### config.mk
export PLATFORM = sky130hd
export DESIGN_NAME = gpc_gpio_cfg
export DESIGN_NICKNAME = d
export VERILOG_FILES = /design/src/verilog/gpc_gpio_cfg.v /design/src/verilog/gpc_pin_filter.v
export VERILOG_INCLUDE_DIRS = /design/src /design/src/shared
export SDC_FILE = /design/constraint.sdc
export NUM_CORES = 1
export LEC_CHECK = 0
export BUFFER_PORTS_ARGS = -buffer_cell sky130_fd_sc_hd__buf_2
export CORE_MARGIN = 2
export CORE_UTILIZATION = 45
export DETAILED_ROUTE_END_ITERATION = 10
export SYNTH_ARGS = -nofsm -noshare
export SYNTH_HDL_FRONTEND = slang
export SYNTH_SLANG_ARGS = --single-unit
### constraint.sdc
create_clock -name pclk -period 3.62 [get_ports pclk]
set_clock_uncertainty 0.15 [all_clocks]
set_input_delay 0.543 -clock pclk [delete_from_list [all_inputs] [get_ports pclk]]
set_output_delay 0.543 -clock pclk [all_outputs]
set_load 0.05 [all_outputs]
### src/shared/gpc_defs.vh
/*
 * constants for the gpio pin configuration and edge interrupt block:
 * register offsets, field positions, reset values and debounce counts.
 * assumes an apb slave with 32-bit data, one register per aligned word.
 */
`ifndef GPC_DEFS_VH
`define GPC_DEFS_VH

// ****************************************************************
// register index of pin 0 in each group; byte address is four times it
// ****************************************************************
`define GPC_OUT_CFG_BASE   16'hA100
`define GPC_IN_CFG_BASE    16'hA110
`define GPC_FUNC_SEL_BASE  16'hA120
`define GPC_CFG_RESET      8'h00

// ****************************************************************
// output config fields
// ****************************************************************
`define GPC_OC_PDN         0
`define GPC_OC_PUP         1
`define GPC_OC_AN1         2
`define GPC_OC_AN2         3
`define GPC_OC_OINV        4
`define GPC_OC_LSD         5
`define GPC_OC_HSD         6

// ****************************************************************
// input config fields
// ****************************************************************
`define GPC_IC_DBN_LO      0
`define GPC_IC_DBN_HI      1
`define GPC_IC_RAW         0
`define GPC_IC_FILT        1
`define GPC_IC_IINV        2
`define GPC_IC_INPUT_BUFFER_ENABLE        3
`define GPC_IC_FEN         4
`define GPC_IC_REN         5
`define GPC_IC_IRQA        6
`define GPC_IC_IRQB        7

// ****************************************************************
// debounce counts in slow-oscillator/4 ticks
// ****************************************************************
`define GPC_DBN_TICKS_1    7'h04
`define GPC_DBN_TICKS_2    7'h10
`define GPC_DBN_TICKS_3    7'h40
`define GPC_SLOW_DIV       2'h3

`endif

### src/verilog/gpc_gpio_cfg.v
/*
 * sixteen-pin gpio configuration and pin-interrupt block with an apb
 * slave. assumes pins are synchronous-ish inputs sampled on pclk and
 * slow_osc_tick is a one-cycle pulse per slow oscillator period.
 */
// Contract
// - after reset all pin drivers off, pins in high impedance
// - each pin latches rising and falling edges for interrupts
// - pin can serve as interrupt or wakeup via input config
// - sixteen output config registers from A100, reset zero
// - low-side and high-side drive enable bits turn on drivers
// - output invert selects port data or its inverse
// - pull-up and pull-down bits connect resistors
// - sixteen input config registers from A110, reset zero
// - rise flag set on edge, cleared by writing enable zero
// - fall flag set on edge, cleared by writing enable zero
// - input enable bit turns on input buffer, default off
// - interrupts and port reads use debounced input, readable
// - raw status bit returns undebounced buffer output
// - debounce select: off, 4, 16, 64 slow/4 ticks
// - sixteen function select bytes from A120, reset zero
`timescale 1ns/100ps
`include "gpc_defs.vh"

module gpc_gpio_cfg
(
    // apb
    input  wire        pclk,
    input  wire        presetn,
    input  wire        psel,
    input  wire        penable,
    input  wire        pwrite,
    input  wire [15:0] paddr,
    input  wire [31:0] pwdata,
    output reg  [31:0] prdata,
    output reg         pready,
    output reg         pslverr,
    // timebase
    input  wire        slow_osc_tick,
    // pins
    input  wire [15:0] pin_in,
    output reg  [15:0] pin_out,
    output reg  [15:0] high_side_drive_enable,
    output reg  [15:0] low_side_drive_enable,
    output reg  [15:0] pullup_enable,
    output reg  [15:0] pulldown_enable,
    output reg  [15:0] analog_switch_one,
    output reg  [15:0] analog_switch_two,
    // core side
    input  wire [15:0] port_data,
    output reg  [15:0] port_read,
    output reg  [127:0] function_select,
    output reg         pin_irq_a,
    output reg         pin_irq_b,
    output reg         wakeup
);

    // ****************************************************************
    // register storage
    // ****************************************************************
    reg  [7:0]  ocfg_q [0:15];
    reg  [7:0]  icfg_q [0:15];
    reg  [7:0]  fsel_q [0:15];
    reg  [15:0] rflag_q;
    reg  [15:0] fflag_q;
    reg  [1:0]  div_q;
    reg         slow_tick_q;
    wire [15:0] raw;
    wire [15:0] filt;
    wire [15:0] rise;
    wire [15:0] fall;
    wire        acc;
    wire        aligned;
    wire [15:0] oc_index;
    wire [15:0] ic_index;
    wire [15:0] fs_index;
    reg  [15:0] ev_a;
    reg  [15:0] ev_b;
    // one loop variable per process, so none has two drivers
    integer     i;
    integer     ci;
    integer     oi;

    assign acc      = psel & penable & ~pready;
    // register index n sits at byte address 4*n and paddr carries the
    // low 16 bits of that address: index bits 13:0 are paddr[15:2], the
    // higher index bits are left to the slot decode in front of the block
    assign aligned  = (paddr[1:0] == 2'b00);
    assign oc_index = `GPC_OUT_CFG_BASE;
    assign ic_index = `GPC_IN_CFG_BASE;
    assign fs_index = `GPC_FUNC_SEL_BASE;

    // ****************************************************************
    // slow oscillator divide by four
    // ****************************************************************
    always @(posedge pclk or negedge presetn)
    begin
        if (!presetn)
        begin
            div_q       <= 2'd0;
            slow_tick_q <= 1'b0;
        end
        else
        begin
            // one slow tick per four oscillator ticks
            slow_tick_q <= 1'b0;
            if (slow_osc_tick)
            begin
                div_q <= div_q + 2'd1;
                if (div_q == `GPC_SLOW_DIV)
                    slow_tick_q <= 1'b1;
            end
        end
    end

    // ****************************************************************
    // per-pin input paths
    // ****************************************************************
    genvar g;
    generate
        for (g = 0; g < 16; g = g + 1)
        begin : pins
            gpc_pin_filter u_filt
            (
                .pclk                (pclk),
                .presetn             (presetn),
                .pin_in              (pin_in[g]),
                .input_buffer_enable (icfg_q[g][`GPC_IC_INPUT_BUFFER_ENABLE]),
                .input_invert        (icfg_q[g][`GPC_IC_IINV]),
                .debounce_select     (icfg_q[g][`GPC_IC_DBN_HI:`GPC_IC_DBN_LO]),
                .slow_tick           (slow_tick_q),
                .raw_q               (raw[g]),
                .filt_q              (filt[g]),
                .rise                (rise[g]),
                .fall                (fall[g])
            );
        end
    endgenerate

    // ****************************************************************
    // edge events gated by enables
    // ****************************************************************
    always @*
    begin
        ev_a = 16'h0000;
        ev_b = 16'h0000;
        for (ci = 0; ci < 16; ci = ci + 1)
        begin
            // an edge counts only while its own enable and an irq enable
            // are both set; otherwise it leaves no trace at all
            // gated edge events
            // route to irq a and b
            ev_a[ci] = ((rise[ci] & icfg_q[ci][`GPC_IC_REN]) | (fall[ci] & icfg_q[ci][`GPC_IC_FEN]))
                       & icfg_q[ci][`GPC_IC_IRQA];
            ev_b[ci] = ((rise[ci] & icfg_q[ci][`GPC_IC_REN]) | (fall[ci] & icfg_q[ci][`GPC_IC_FEN]))
                       & icfg_q[ci][`GPC_IC_IRQB];
        end
    end

    // ****************************************************************
    // apb slave and registers
    // ****************************************************************
    // sixteen consecutive words per group, one word per pin; a byte
    // offset that is not word aligned reaches no register
    wire       sel_o = aligned & (paddr[15:6] == oc_index[13:4]);
    wire       sel_i = aligned & (paddr[15:6] == ic_index[13:4]);
    wire       sel_f = aligned & (paddr[15:6] == fs_index[13:4]);
    wire [3:0] pin   = paddr[5:2];

    // ****************************************************************
    // register writes, edge flags and read data
    // ****************************************************************

    always @(posedge pclk or negedge presetn)
    begin
        if (!presetn)
        begin
            for (i = 0; i < 16; i = i + 1)
            begin
                ocfg_q[i] <= `GPC_CFG_RESET;
                icfg_q[i] <= `GPC_CFG_RESET;
                fsel_q[i] <= `GPC_CFG_RESET;
            end
            rflag_q <= 16'h0000;
            fflag_q <= 16'h0000;
            prdata  <= 32'h0000_0000;
            pready  <= 1'b0;
            pslverr <= 1'b0;
        end
        else
        begin
            pready  <= acc;
            // misaligned or outside the three groups: error, write dropped
            pslverr <= acc & ~(sel_o | sel_i | sel_f);
            if (acc & pwrite)
            begin
                if (sel_o)
                    ocfg_q[pin] <= {1'b0, pwdata[6:0]};
                if (sel_i)
                    icfg_q[pin] <= pwdata[7:0];
                if (sel_f)
                    fsel_q[pin] <= pwdata[7:0];
            end
            for (i = 0; i < 16; i = i + 1)
            begin
                if (ev_a[i] | ev_b[i])
                begin
                    if (rise[i])
                        rflag_q[i] <= 1'b1;
                    if (fall[i])
                        fflag_q[i] <= 1'b1;
                end
                // a zero written to an edge enable clears its flag, unless
                // the same edge sets it again in this very cycle
                if (acc & pwrite & sel_i & (pin == i))
                begin
                    if (!pwdata[`GPC_IC_REN] && !((ev_a[i] | ev_b[i]) & rise[i]))
                        rflag_q[i] <= 1'b0;
                    if (!pwdata[`GPC_IC_FEN] && !((ev_a[i] | ev_b[i]) & fall[i]))
                        fflag_q[i] <= 1'b0;
                end
            end
            prdata <= 32'h0000_0000;
            if (acc & ~pwrite)
            begin
                if (sel_o)
                    prdata <= {24'h00_0000, ocfg_q[pin]};
                // reads show flags and status over the write-only fields
                // flags read on enable bits
                if (sel_i)
                    prdata <= {24'h00_0000, icfg_q[pin][7:6], rflag_q[pin], fflag_q[pin],
                               icfg_q[pin][3:2], filt[pin], raw[pin]};
                if (sel_f)
                    prdata <= {24'h00_0000, fsel_q[pin]};
            end
        end
    end

    // ****************************************************************
    // pin and core outputs
    // ****************************************************************
    always @(posedge pclk or negedge presetn)
    begin
        if (!presetn)
        begin
            pin_out                <= 16'h0000;
            high_side_drive_enable <= 16'h0000;
            low_side_drive_enable  <= 16'h0000;
            pullup_enable          <= 16'h0000;
            pulldown_enable        <= 16'h0000;
            analog_switch_one      <= 16'h0000;
            analog_switch_two      <= 16'h0000;
            port_read              <= 16'h0000;
            function_select        <= 128'h0;
            pin_irq_a              <= 1'b0;
            pin_irq_b              <= 1'b0;
            wakeup                 <= 1'b0;
        end
        else
        begin
            // data and enables share one register stage, so they switch together
            for (oi = 0; oi < 16; oi = oi + 1)
            begin
                pin_out[oi]                <= port_data[oi] ^ ocfg_q[oi][`GPC_OC_OINV];
                high_side_drive_enable[oi] <= ocfg_q[oi][`GPC_OC_HSD];
                low_side_drive_enable[oi]  <= ocfg_q[oi][`GPC_OC_LSD];
                pullup_enable[oi]          <= ocfg_q[oi][`GPC_OC_PUP];
                pulldown_enable[oi]        <= ocfg_q[oi][`GPC_OC_PDN];
                analog_switch_one[oi]      <= ocfg_q[oi][`GPC_OC_AN1];
                analog_switch_two[oi]      <= ocfg_q[oi][`GPC_OC_AN2];
                function_select[oi*8 +: 8] <= fsel_q[oi];
            end
            port_read <= filt;
            pin_irq_a <= |ev_a;
            pin_irq_b <= |ev_b;
            wakeup    <= |(ev_a | ev_b);
        end
    end

endmodule

### src/verilog/gpc_pin_filter.v
/*
 * one pin's input path: sync, buffer enable, polarity, debounce and
 * edge detection. assumes slow_tick is a one-cycle pulse per slow
 * oscillator/4 period, produced in the pclk domain.
 */
`timescale 1ns/100ps
`include "gpc_defs.vh"

module gpc_pin_filter
(
    // clock and reset
    input  wire       pclk,
    input  wire       presetn,
    // pin side
    input  wire       pin_in,
    input  wire       input_buffer_enable,
    input  wire       input_invert,
    input  wire [1:0] debounce_select,
    input  wire       slow_tick,
    // results
    output reg        raw_q,
    output reg        filt_q,
    output wire       rise,
    output wire       fall
);

    reg       sync1_q;
    reg       sync2_q;
    reg       prev_q;
    reg [6:0] cnt_q;
    reg [6:0] need;
    wire      buf_out;

    // disabled buffer reads low, no leakage path
    assign buf_out = sync2_q & input_buffer_enable;

    always @*
    begin
        case (debounce_select)
            2'd1:    need = `GPC_DBN_TICKS_1;
            2'd2:    need = `GPC_DBN_TICKS_2;
            2'd3:    need = `GPC_DBN_TICKS_3;
            default: need = 7'd0;
        endcase
    end

    always @(posedge pclk or negedge presetn)
    begin
        if (!presetn)
        begin
            sync1_q <= 1'b0;
            sync2_q <= 1'b0;
            raw_q   <= 1'b0;
            filt_q  <= 1'b0;
            prev_q  <= 1'b0;
            cnt_q   <= 7'd0;
        end
        else
        begin
            sync1_q <= pin_in;
            sync2_q <= sync1_q;
            raw_q   <= buf_out ^ input_invert;
            prev_q  <= filt_q;
            if (raw_q == filt_q)
                cnt_q <= 7'd0;
            else if (need == 7'd0)
                filt_q <= raw_q;
            else if (slow_tick)
            begin
                if (cnt_q + 7'd1 >= need)
                begin
                    filt_q <= raw_q;
                    cnt_q  <= 7'd0;
                end
                else
                    cnt_q <= cnt_q + 7'd1;
            end
        end
    end

    assign rise = filt_q & ~prev_q;
    assign fall = ~filt_q & prev_q;

endmodule

## After elaboration in Yosys (flattened, before gate mapping)

Cells that the tools add are included.

| word-level totals | value |
|---|---|
| bits of input ports | 86 |
| register bits after elaboration | 904 |
| word-level logic and storage cells | 1041 |
| output and inout bits | 293 |

| operators by class | value |
|---|---|
| $lt $le $gt $ge | 19 |
| reduce and logical (&&, ||, !) cells | 171 |
| add/subtract/negate cells | 17 |
| equal/unequal tests | 99 |
| bitwise gates (word level) | 288 |
| muxes and demuxes | 284 |

Operators by type and width:

| kind | number |
|---|---|
| $mux 7 | 64 |
| $bwmux 128 | 3 |
| $pmux 7 s3 | 16 |
| $mux 1 | 182 |
| $and 1x1->1 | 169 |
| $add 7x1->7 const B | 16 |
| $ge 7x7->1 | 16 |
| $logic_not 7->1 | 16 |
| $bmux 8 s4 | 3 |
| $mux 32 | 3 |
| $reduce_bool 2->1 | 48 |
| $eq 2x2->1 const B | 33 |
| $mux 8 | 8 |
| $not 1->1 | 51 |
| $reduce_and 3->1 | 16 |
| $reduce_or 16->1 | 3 |
| $reduce_and 2->1 | 19 |
| $logic_not 1->1 | 34 |
| $or 1x1->1 | 34 |
| $logic_and 1x1->1 | 33 |
| $demux 8 s4 | 1 |
| $eq 2x1->1 const B | 16 |
| $eq 4x4->1 const B | 8 |
| $ne 2x1->1 const B | 16 |
| 15 further kinds | 70 |

## Longest topological paths before layout

Gate-level depths: netlist (run 1).

| logic depth | value |
|---|---|
| depth after elaboration | 11 |
| mapped depth | 9 |
| gate-level depth less buffers | 9 |

## Hierarchy

From an unflattened synthesis (run 1), not the netlist that was laid out.

| unflattened totals | value |
|---|---|
| cell total of the unflattened synthesis | 2662 |
| area total of the unflattened synthesis | 37667.4 um2 |

Modules (own cells, without submodules):

| module | seq. area each (um2) | area an instance (um2) | cells each | times used |
|---|---|---|---|---|
| gpc_gpio_cfg | 16816.1 | 26406.6 | 1590 | 1 |
| gpc_pin_filter at pins[10].u_filt ... | 300.3 | 703.2 | 67 | 15 |
| gpc_pin_filter at pins[0].u_filt | 300.3 | 713.2 | 67 | 1 |

## Worst setup path after synthesis (run 1)

Ideal clock, no wire load.

| path | value |
|---|---|
| path type | input -> register |
| start point | in paddr[9] |
| end point | reg fsel_q[0] in the netlist's numbering |
| arrival | 2483 ps |
| buffers on the path | 2 |
| data required time | 3345 ps |
| stages | 7 |
| library setup time | 125 ps |
| path slack | 862 ps |
| path through | or4b_4 > nor4_1 > buf_2 > nand3_4 > buf_6 > nor3_4 > mux2_2 |

| between the ends | value |
|---|---|
| longest elaborated chain between the ends | 3 |

Ends and longest elaborated chain:

| what | line | text |
|---|---|---|
| start: declaration | gpc_gpio_cfg.v:33 | `input wire [15:0] paddr,` |
| $eq 10x10->1 | gpc_gpio_cfg.v:167 | `wire sel_f = aligned & (paddr[15:6] == fs_index[13:4]);` |
| $and 1x1->1 | gpc_gpio_cfg.v:167 |  |
| $reduce_and 2->1 (no source line) | -- |  |
| end signal: indexed assignment | gpc_gpio_cfg.v:182 | `` fsel_q[i] <= `GPC_CFG_RESET; `` |
| end signal: indexed assignment | gpc_gpio_cfg.v:202 | `fsel_q[pin] <= pwdata[7:0];` |
| end: declaration | gpc_gpio_cfg.v:63 | `reg [7:0] fsel_q [0:15];` |

Every way passes these cells.
A chain may end at the register's enable or synchronous reset.

## Worst setup path after layout (run 1)

| path | value |
|---|---|
| start point | reg pready |
| end point | reg icfg_q[123] in the netlist's numbering |

| between the ends | value |
|---|---|
| longest elaborated chain between the ends | 4 |

Ends and longest elaborated chain:

| what | line | text |
|---|---|---|
| start: declaration | gpc_gpio_cfg.v:36 | `output reg pready,` |
| start signal: assignment | gpc_gpio_cfg.v:187 | `pready <= 1'b0;` |
| start signal: assignment | gpc_gpio_cfg.v:192 | `pready <= acc;` |
| $not 1->1 | gpc_gpio_cfg.v:84 | `assign acc = psel & penable & ~pready;` |
| $and 1x1->1 | gpc_gpio_cfg.v:84 |  |
| $and 1x1->1 | gpc_gpio_cfg.v:195 | `if (acc & pwrite)` |
| $reduce_and 2->1 (no source line) | -- |  |
| end signal: indexed assignment | gpc_gpio_cfg.v:181 | `` icfg_q[i] <= `GPC_CFG_RESET; `` |
| end signal: indexed assignment | gpc_gpio_cfg.v:200 | `icfg_q[pin] <= pwdata[7:0];` |
| end: declaration | gpc_gpio_cfg.v:62 | `reg [7:0] icfg_q [0:15];` |

Every way passes these cells.

==> results.toml, run 1 <==
[global_routing]
grt_pass1_wl_um = 146700
antenna_found_initial = 2
grt_usage = 0.2320
grt_pass1_vias = 24352
globalRouteOverflowTotal = 0
grt_max_degree = 94

[cts]
path_clk_slew_ns = 0.06
numCtsBuffers = 94
cts_setup_buffers = 0
clk_latency_ns = 0.67
cts_tree = "done"
clock-sinks = 848
clk_path_buf_depth = 3
cts_root_buf = "clkbuf_16"
cts-htree-levels = 3
cts_resized = 0

[critical_path]
crit_arrival_ns = 3.26
critical_path_class = "register to register"
r2r-start = "pready"
critical_path.startpoint_type = "register"
r2r_slack_ns = 0.72
critPathMaxFanout = 16
cp.required_ns = 3.98
r2r_cells = 5
cp-end-kind = "register"
r2r-end = "icfg_q[123]"

[placement]
hpwl_um = 68080
pre_cts_ws_ns = 0.2890
io_buffers = 330
dp.cells = 4016
place_congestion = 0.8980

[layout]
num_antenna_cells = 0
final_cell_mix = "dfrtp_1 (847), mux2_2 (363), buf_2 (327), nand2_1 (168), o21ai_0 (112)"
final_common_cell = "dfrtp_1"
drive_above_1_share = 0.3273
layout.cells.non_filler = 4222
fin_nets = 3237
synthToLayoutAreaGrowth_pct = 18.48

[logic_synthesis]
synth-edff-count = 0
syn_area_mm2 = 0.03629
synth_cell_types = 54
synthArstFlopShare = 1.000
seq_area_frac_synth = 0.5848
syn_area_per_cell_um2 = 13.59
synth_ff_type = "dfrtp_1"
ys_ff_latch = 848
synth_cells = 2670
yosysWarnings = 0

[timing]
timing.final.crit_share = 0.8020
period_minus_slack_ns = 2.903
slew_viol_final = 0
fin_tns_setup_ns = 0
hold_viol = 0
report.final.setup_viol = 0
rsz0062_at_grt = "no"
timing.slew.headroom = 0.2540
hold_slack_ns = 0.06915
fmax_mhz = 344.4
setup_ws_ns = 0.7166
max_slew.worst_pin.slew_ns = 1.119

[detailed_routing]
viasPerCell = 5.677
ant_nets = 0
wl_per_cell_um = 22.81
drt_pre_antenna_iters = 7
drc = 0
via_count = 23968
drtIter0Drc = 1583
routed_wl_um = 96320

[die]
die-area_mm2 = 0.08293
ios = 379
num_rows = 104
die_width_um = 288.0
dieHeight_um = 288.0
initial_core_util = 0.4527
core_area_mm2 = 0.08016

[outcome]
status = "completed"

[min_path]
holdPathStages = 3
hp-start = "paddr[6]"
hold_end = "pslverr"
hold_class = "input pin to register"

[power_and_ir_drop]
power_density_mw_per_mm2 = 470.2
p_leak_uw = 0.02065
ir_drop_uv = 348.2

[run]
drv_cap = 0
-- cell type report --
class	instances	area (um^2)
Tap cell	1060	1326
Clock inverter	41	585.6
Timing Repair Buffer	433	2729
Multi-Input combinational cell	1641	14200
Sequential cell	848	21220
Inverter	68	255.2
Clock buffer	131	2671
Fill cell	6699	37160
-- worst max path at each step --
| stage | from | endpoint | cells past startpoint |
|---|---|---|---|
| 2_1_floorplan | paddr[9] | fsel_q[0] | 7 |
| 3_3_place_gp | paddr[9] | fsel_q[36] | 6 |
| 3_5_place_dp | paddr[9] | fsel_q[68] | 6 |
| 4_1_cts | pready | fsel_q[38] | 5 |
| 5_1_grt | pins[0].u_filt.cnt_q[0] | pins[0].u_filt.cnt_q[0] | 8 |
| 6_report | pready | icfg_q[123] | 5 |
-- worst max-delay path, stage by stage (launching register included) --
cell and delay, ns:
dfrtp_1 0.37, nand3b_1 0.26, nor4_2 0.53, buf_4 0.30, nand4_1 0.61, mux2_2 0.52
-- layer usage --
layer	GRT usage	up-vias	routed length [um]
met5	0	-	26
met4	0.09534	4	3648
met3	0.04984	179	5964
met2	0.3684	715	45960
met1	0.3109	12466	40710
li1	-	10604	-
-- cell usage after synthesis (6+ instances only) --
cell type | instances | area (um^2)
o211ai_1 | 19 | 142.6
a21oi_1 | 38 | 190.2
nor3b_1 | 32 | 240.2
mux4_2 | 94 | 2117
mux2i_1 | 20 | 200.2
a41oi_1 | 14 | 122.6
a32o_1 | 48 | 480.5
ha_1 | 65 | 813.3
mux2_2 | 363 | 4088
buf_2 | 21 | 105.1
o21a_1 | 16 | 120.1
nor3_4 | 10 | 162.7
o22ai_1 | 20 | 125.1
a21o_1 | 29 | 217.7
buf_1 | 10 | 37.54
inv_1 | 68 | 255.2
nor3_1 | 17 | 85.08
xor2_1 | 33 | 289.0
clkbuf_1 | 61 | 229.0
buf_4 | 43 | 322.8
nand3_1 | 100 | 500.5
a311oi_1 | 7 | 61.31
mux2_1 | 6 | 67.56
nand4_1 | 58 | 362.9
o21ai_0 | 112 | 560.5
nor2_1 | 51 | 191.4
nand2b_1 | 52 | 325.3
a221oi_1 | 9 | 78.83
xnor2_1 | 80 | 700.7
nor2b_1 | 23 | 143.9
a22oi_1 | 31 | 232.7
nand2_1 | 168 | 630.6
o31ai_1 | 32 | 240.2
dfrtp_1 | 848 | 21220
a22o_1 | 24 | 210.2
and2_1 | 14 | 87.58
-- where the power goes --
group	internal [uW]	switching, uW	total (uW)
logic	210	580	790
clock network	5850	4010	9860
registers	9530	42.1	9570
-- timing repair --
action,in CTS,in global routing
hold buffers,34,0
hold endpoints to repair,97,0
endpoints found under the setup margin,0,0
-- cell families (layout without fill, tap and decap cells) --
kind of cell | count (synthesis) | in the layout | share of synthesized area
XOR/XNOR | 113 | 113 | 0.02727
multiplexers | 483 | 483 | 0.1784
flip-flops | 848 | 848 | 0.5848
buffers and inverters | 204 | 673 | 0.02648
AND/OR/NAND/NOR | 550 | 550 | 0.08244
AO/OA/AOI/OAI | 406 | 406 | 0.07816
adder cells (fa/ha/maj) | 65 | 65 | 0.02241
other | 1 | 24 | 0.0001033
-- state kept, by name, summed over array words and instances, names as in the netlist, 2 cells and up --
signal / cells
fsel_q: 128
analog_switch_two: 16
prdata: 8
high_side_drive_enable: 16
ocfg_q: 112
pulldown_enable: 16
pin_out: 16
function_select: 128
pins.u_filt.raw_q: 16
pins.u_filt.sync1_q: 16
rflag_q: 16
analog_switch_one: 16
pins.u_filt.cnt_q: 112
pullup_enable: 16
div_q: 2
icfg_q: 128
low_side_drive_enable: 16
fflag_q: 16
pins.u_filt.sync2_q: 16
pins.u_filt.filt_q: 16
port_read: 16
-- stage by stage --
step | cell area [um^2] | power, uW | utilization
floorplan | 36370 | 10100 | -
global placement | 39400 | 10500 | 0.4915
detailed placement | 39400 | 10520 | 0.4915
CTS | 42990 | 20440 | 0.5364
global route | 42990 | 20940 | 0.5364
finish | 42990 | 20220 | 0.5364
No activity file was read; power rests on OpenSTA's default activity.
==> inputs of run 2 (changes only) <==
--- a/config.mk
+++ b/config.mk
@@ -6,10 +6,12 @@
 export SDC_FILE = /design/constraint.sdc
 export NUM_CORES = 1
 export LEC_CHECK = 0
+export ABC_AREA = 1
 export BUFFER_PORTS_ARGS = -buffer_cell sky130_fd_sc_hd__buf_2
 export CORE_MARGIN = 2
 export CORE_UTILIZATION = 45
 export DETAILED_ROUTE_END_ITERATION = 10
+export PLACE_DENSITY = 0.66
 export SYNTH_ARGS = -nofsm -noshare
 export SYNTH_HDL_FRONTEND = slang
 export SYNTH_SLANG_ARGS = --single-unit
==> constraint.sdc (replaced) <==
create_clock -name pclk -period 2.45 [get_ports pclk]
set_clock_uncertainty 0.15 [all_clocks]
set_input_delay 0.3675 -clock pclk [delete_from_list [all_inputs] [get_ports pclk]]
set_output_delay 0.3675 -clock pclk [all_outputs]
set_load 0.05 [all_outputs]
==> run 2 against run 1 <==
- non-clock buffer count up 80
- cell count increased by 27%
- global-route usage is 2.6 points higher
- largest power group unchanged
- die area shrank 1.3%
- highest routed layer unchanged
- largest cell class unchanged
- flip-flop and latch count unchanged
- power up 48%
==> results.toml, run 2 <==
[power_and_ir_drop]
comb_power_share = 0.052
internal_power_uw = 22960
p_leak_uw = 0.02184
seq_power_share = 0.473
ir_drop_uv = 533.9
p_clk_frac = 0.476
p_sw_uw = 6923
switching_share = 0.2317
power_density_mw_per_mm2 = 695.3

[cts]
clk_path_buf_depth = 3
cts_root_buf = "clkbuf_16"
clock-sinks = 848
numCtsBuffers = 86
path_clk_slew_ns = 0.07
cts_tree = "done"
cts-htree-levels = 3
clk_latency_ns = 0.66

[logic_synthesis]
syn_area_mm2 = 0.03581
synthArstFlopShare = 1.000
synth_ff_type = "dfrtp_1"
synth_top_area_frac = 0.5926
synth_top_area_cell = "dfrtp_1"
syn_area_per_cell_um2 = 9.424
synth_cells = 3800
seq_area_frac_synth = 0.5926
yosysMostFrequentCell = "nand2_1"
ys_ff_latch = 848
synth_area_leaders = "dfrtp_1 (59%), nand2_1 (11%), o21ai_0 (5.9%), nand3_1 (3.2%), inv_1 (3.1%)"
yosysWarnings = 0
synthTopCellsByCount = "nand2_1 (1,002), dfrtp_1 (848), o21ai_0 (421)"
synth-edff-count = 0
synth_cell_types = 41

[layout]
final_cell_mix = "nand2_1 (1,000), dfrtp_1 (845), o21ai_0 (419), buf_2 (329), inv_1 (283)"
drive_above_1_share = 0.1755
final_common_cell = "nand2_1"
fin_nets = 4395
largestRegisters = "fsel_q (128), function_select (128), icfg_q (128)"
synthToLayoutAreaGrowth_pct = 20.03
layout.cells.non_filler = 5364
regArea_mm2 = 0.02122
fillerInstances = 6926
num_antenna_cells = 0
multi_input_area_mm2 = 0.01266

[critical_path]
critical_path.startpoint_type = "register"
slowest_delay_ns = 0.43
crit_family = "simple AND/OR/NAND/NOR gates"
r2r-start = "pins[12].u_filt.cnt_q[1]"
critical_path_class = "register to register"
crit_buf_inv = 3
cpMaxStageDelayCell = "dfrtp_2"
path_common_cell = "nand2_1"
cp-end-kind = "register"
cp.required_ns = 2.85
crit_arrival_ns = 2.68
path_cells = "ha_4 > nand2_4 > inv_1 > nor2_2 > inv_1 > ha_1 > a21boi_1 > nand3_1 > nand2_1 > nand3b_1 > nand2_1 > nand2_2 > nor2_2 > buf_6 > nand2_1 > o21ai_2"
startpoint = "pins[12].u_filt.cnt_q[1]"
critPathMaxFanout = 7

[timing]
timing.slew.headroom = 0.4324
hold_viol = 0
hold_slack_ns = 0.02242
max_slew.worst_pin.slew_ns = 0.8425
fmax_mhz = 438.6
report.final.setup_viol = 0
period_minus_slack_ns = 2.280
timing.final.crit_share = 0.9307
fin_tns_setup_ns = 0
slew_viol_final = 0

[detailed_routing]
viasPerCell = 5.293
routed_wl_um = 105300
drc = 0
drt_pre_antenna_iters = 5
wl_per_cell_um = 19.64
ant_nets = 0
via_count = 28390
drtIter0Drc = 2482

[die]
die-area_mm2 = 0.08185
ios = 379
dieHeight_um = 286.1
initial_core_util = 0.4540
core_area_mm2 = 0.07887
die_width_um = 286.1
num_rows = 103

[global_routing]
grt_pass1_vias = 27677
grt_max_degree = 104
globalRouteOverflowTotal = 0
grt_usage = 0.2579
grt_pass1_wl_um = 162600
antenna_found_initial = 3

[outcome]
status = "completed"

[placement]
hpwl_um = 74740
place_congestion = 0.9156
io_buffers = 330
dp.cells = 5155

[run]
drv_cap = 0

[min_path]
hold_class = "input pin to register"
hp-start = "pwrite"
## run 2: through the flow
stage                     worst slack, ns  cell area, um^2  total power [uW]  utilization
after global placement            -0.1839            39210             15860       0.4971
after CTS                        0.006319            42680             30050       0.5411
final                              0.1698            42980             29890       0.5450
after floorplan                    0.2147            35900             15020            -
after detailed placement          -0.1906            39210             15880       0.4971
after global routing             -0.02592            42980             30770       0.5450
## run 2: repair_timing
action | CTS | global route
hold buffers | 38 | 0
resized for setup | 0 | 55
hold endpoints to repair | 360 | 0
setup endpoints to repair | 0 | 80
buffers inserted | 0 | 13
## run 2: worst register-to-register path, stage by stage (launching register included)
cell and delay (ns):
dfrtp_2 0.43, ha_4 0.18, nand2_4 0.08, inv_1 0.05, nor2_2 0.12, inv_1 0.06, ha_1 0.27, a21boi_1 0.15
nand3_1 0.09, nand2_1 0.06, nand3b_1 0.07, nand2_1 0.08, nand2_2 0.06, nor2_2 0.11, buf_6 0.13, nand2_1 0.06
o21ai_2 0.06
## run 2: power groups by stage
stage / clock network (uW) / logic [uW] / registers [uW]
2_1_floorplan: 0 / 608 / 14400
3_3_place_gp: 0 / 1490 / 14400
3_5_place_dp: 0 / 1500 / 14400
4_1_cts: 14400 / 1560 / 14100
5_1_grt: 15000 / 1670 / 14100
6_report: 14200 / 1550 / 14100
## run 2: kinds of logic (layout without fill, tap and decap cells)
kind of cell    count (synthesis)  count (layout)  synth area share
compound gates                700             700            0.1037
xor+xnor                       95              95           0.02323
fa+ha+maj                      65              65           0.02271
buf+inv                       482             973           0.06209
flops                         848             848            0.5926
mux                             1               1         0.0003144
other cells                     1              24         0.0001047
simple gates                 1608            1608            0.1952
## run 2: area by class of cell
cell class	count	share of cell area
Clock buffer	120	0.05630
Clock inverter	38	0.01560
Inverter	302	0.02637
Multi-Input combinational cell	2493	0.2946
Sequential cell	848	0.4938
Tap cell	1050	0.03056
Timing Repair Buffer	513	0.08281
## run 2: worst paths after layout
| kind | to | slack (ns) | cells after the start |
|---|---|---|---|
| hold reg to reg | pins[5].u_filt.sync2_q | 0.20 | 0 |
| setup reg to reg | pins[12].u_filt.cnt_q[5] | 0.17 | 16 |
| min in group asynchronous | pins[6].u_filt.raw_q | 0.16 | 2 |
| max in group asynchronous | pullup_enable[13] | 1.03 | 4 |
| hold / removal | prdata[2] | 0.02 | 4 |
| setup / recovery | pins[12].u_filt.cnt_q[5] | 0.17 | 16 |
## run 2: metal layers
| metal | vias up | track usage | share of wire |
|---|---|---|---|
| met2 | 1109 | 0.4077 | 0.47 |
| met4 | 4 | 0.09581 | 0.034 |
| li1 | 13299 | - | - |
| met1 | 13782 | 0.3532 | 0.42 |
| met5 | - | 0 | 0.00032 |
| met3 | 196 | 0.05262 | 0.077 |
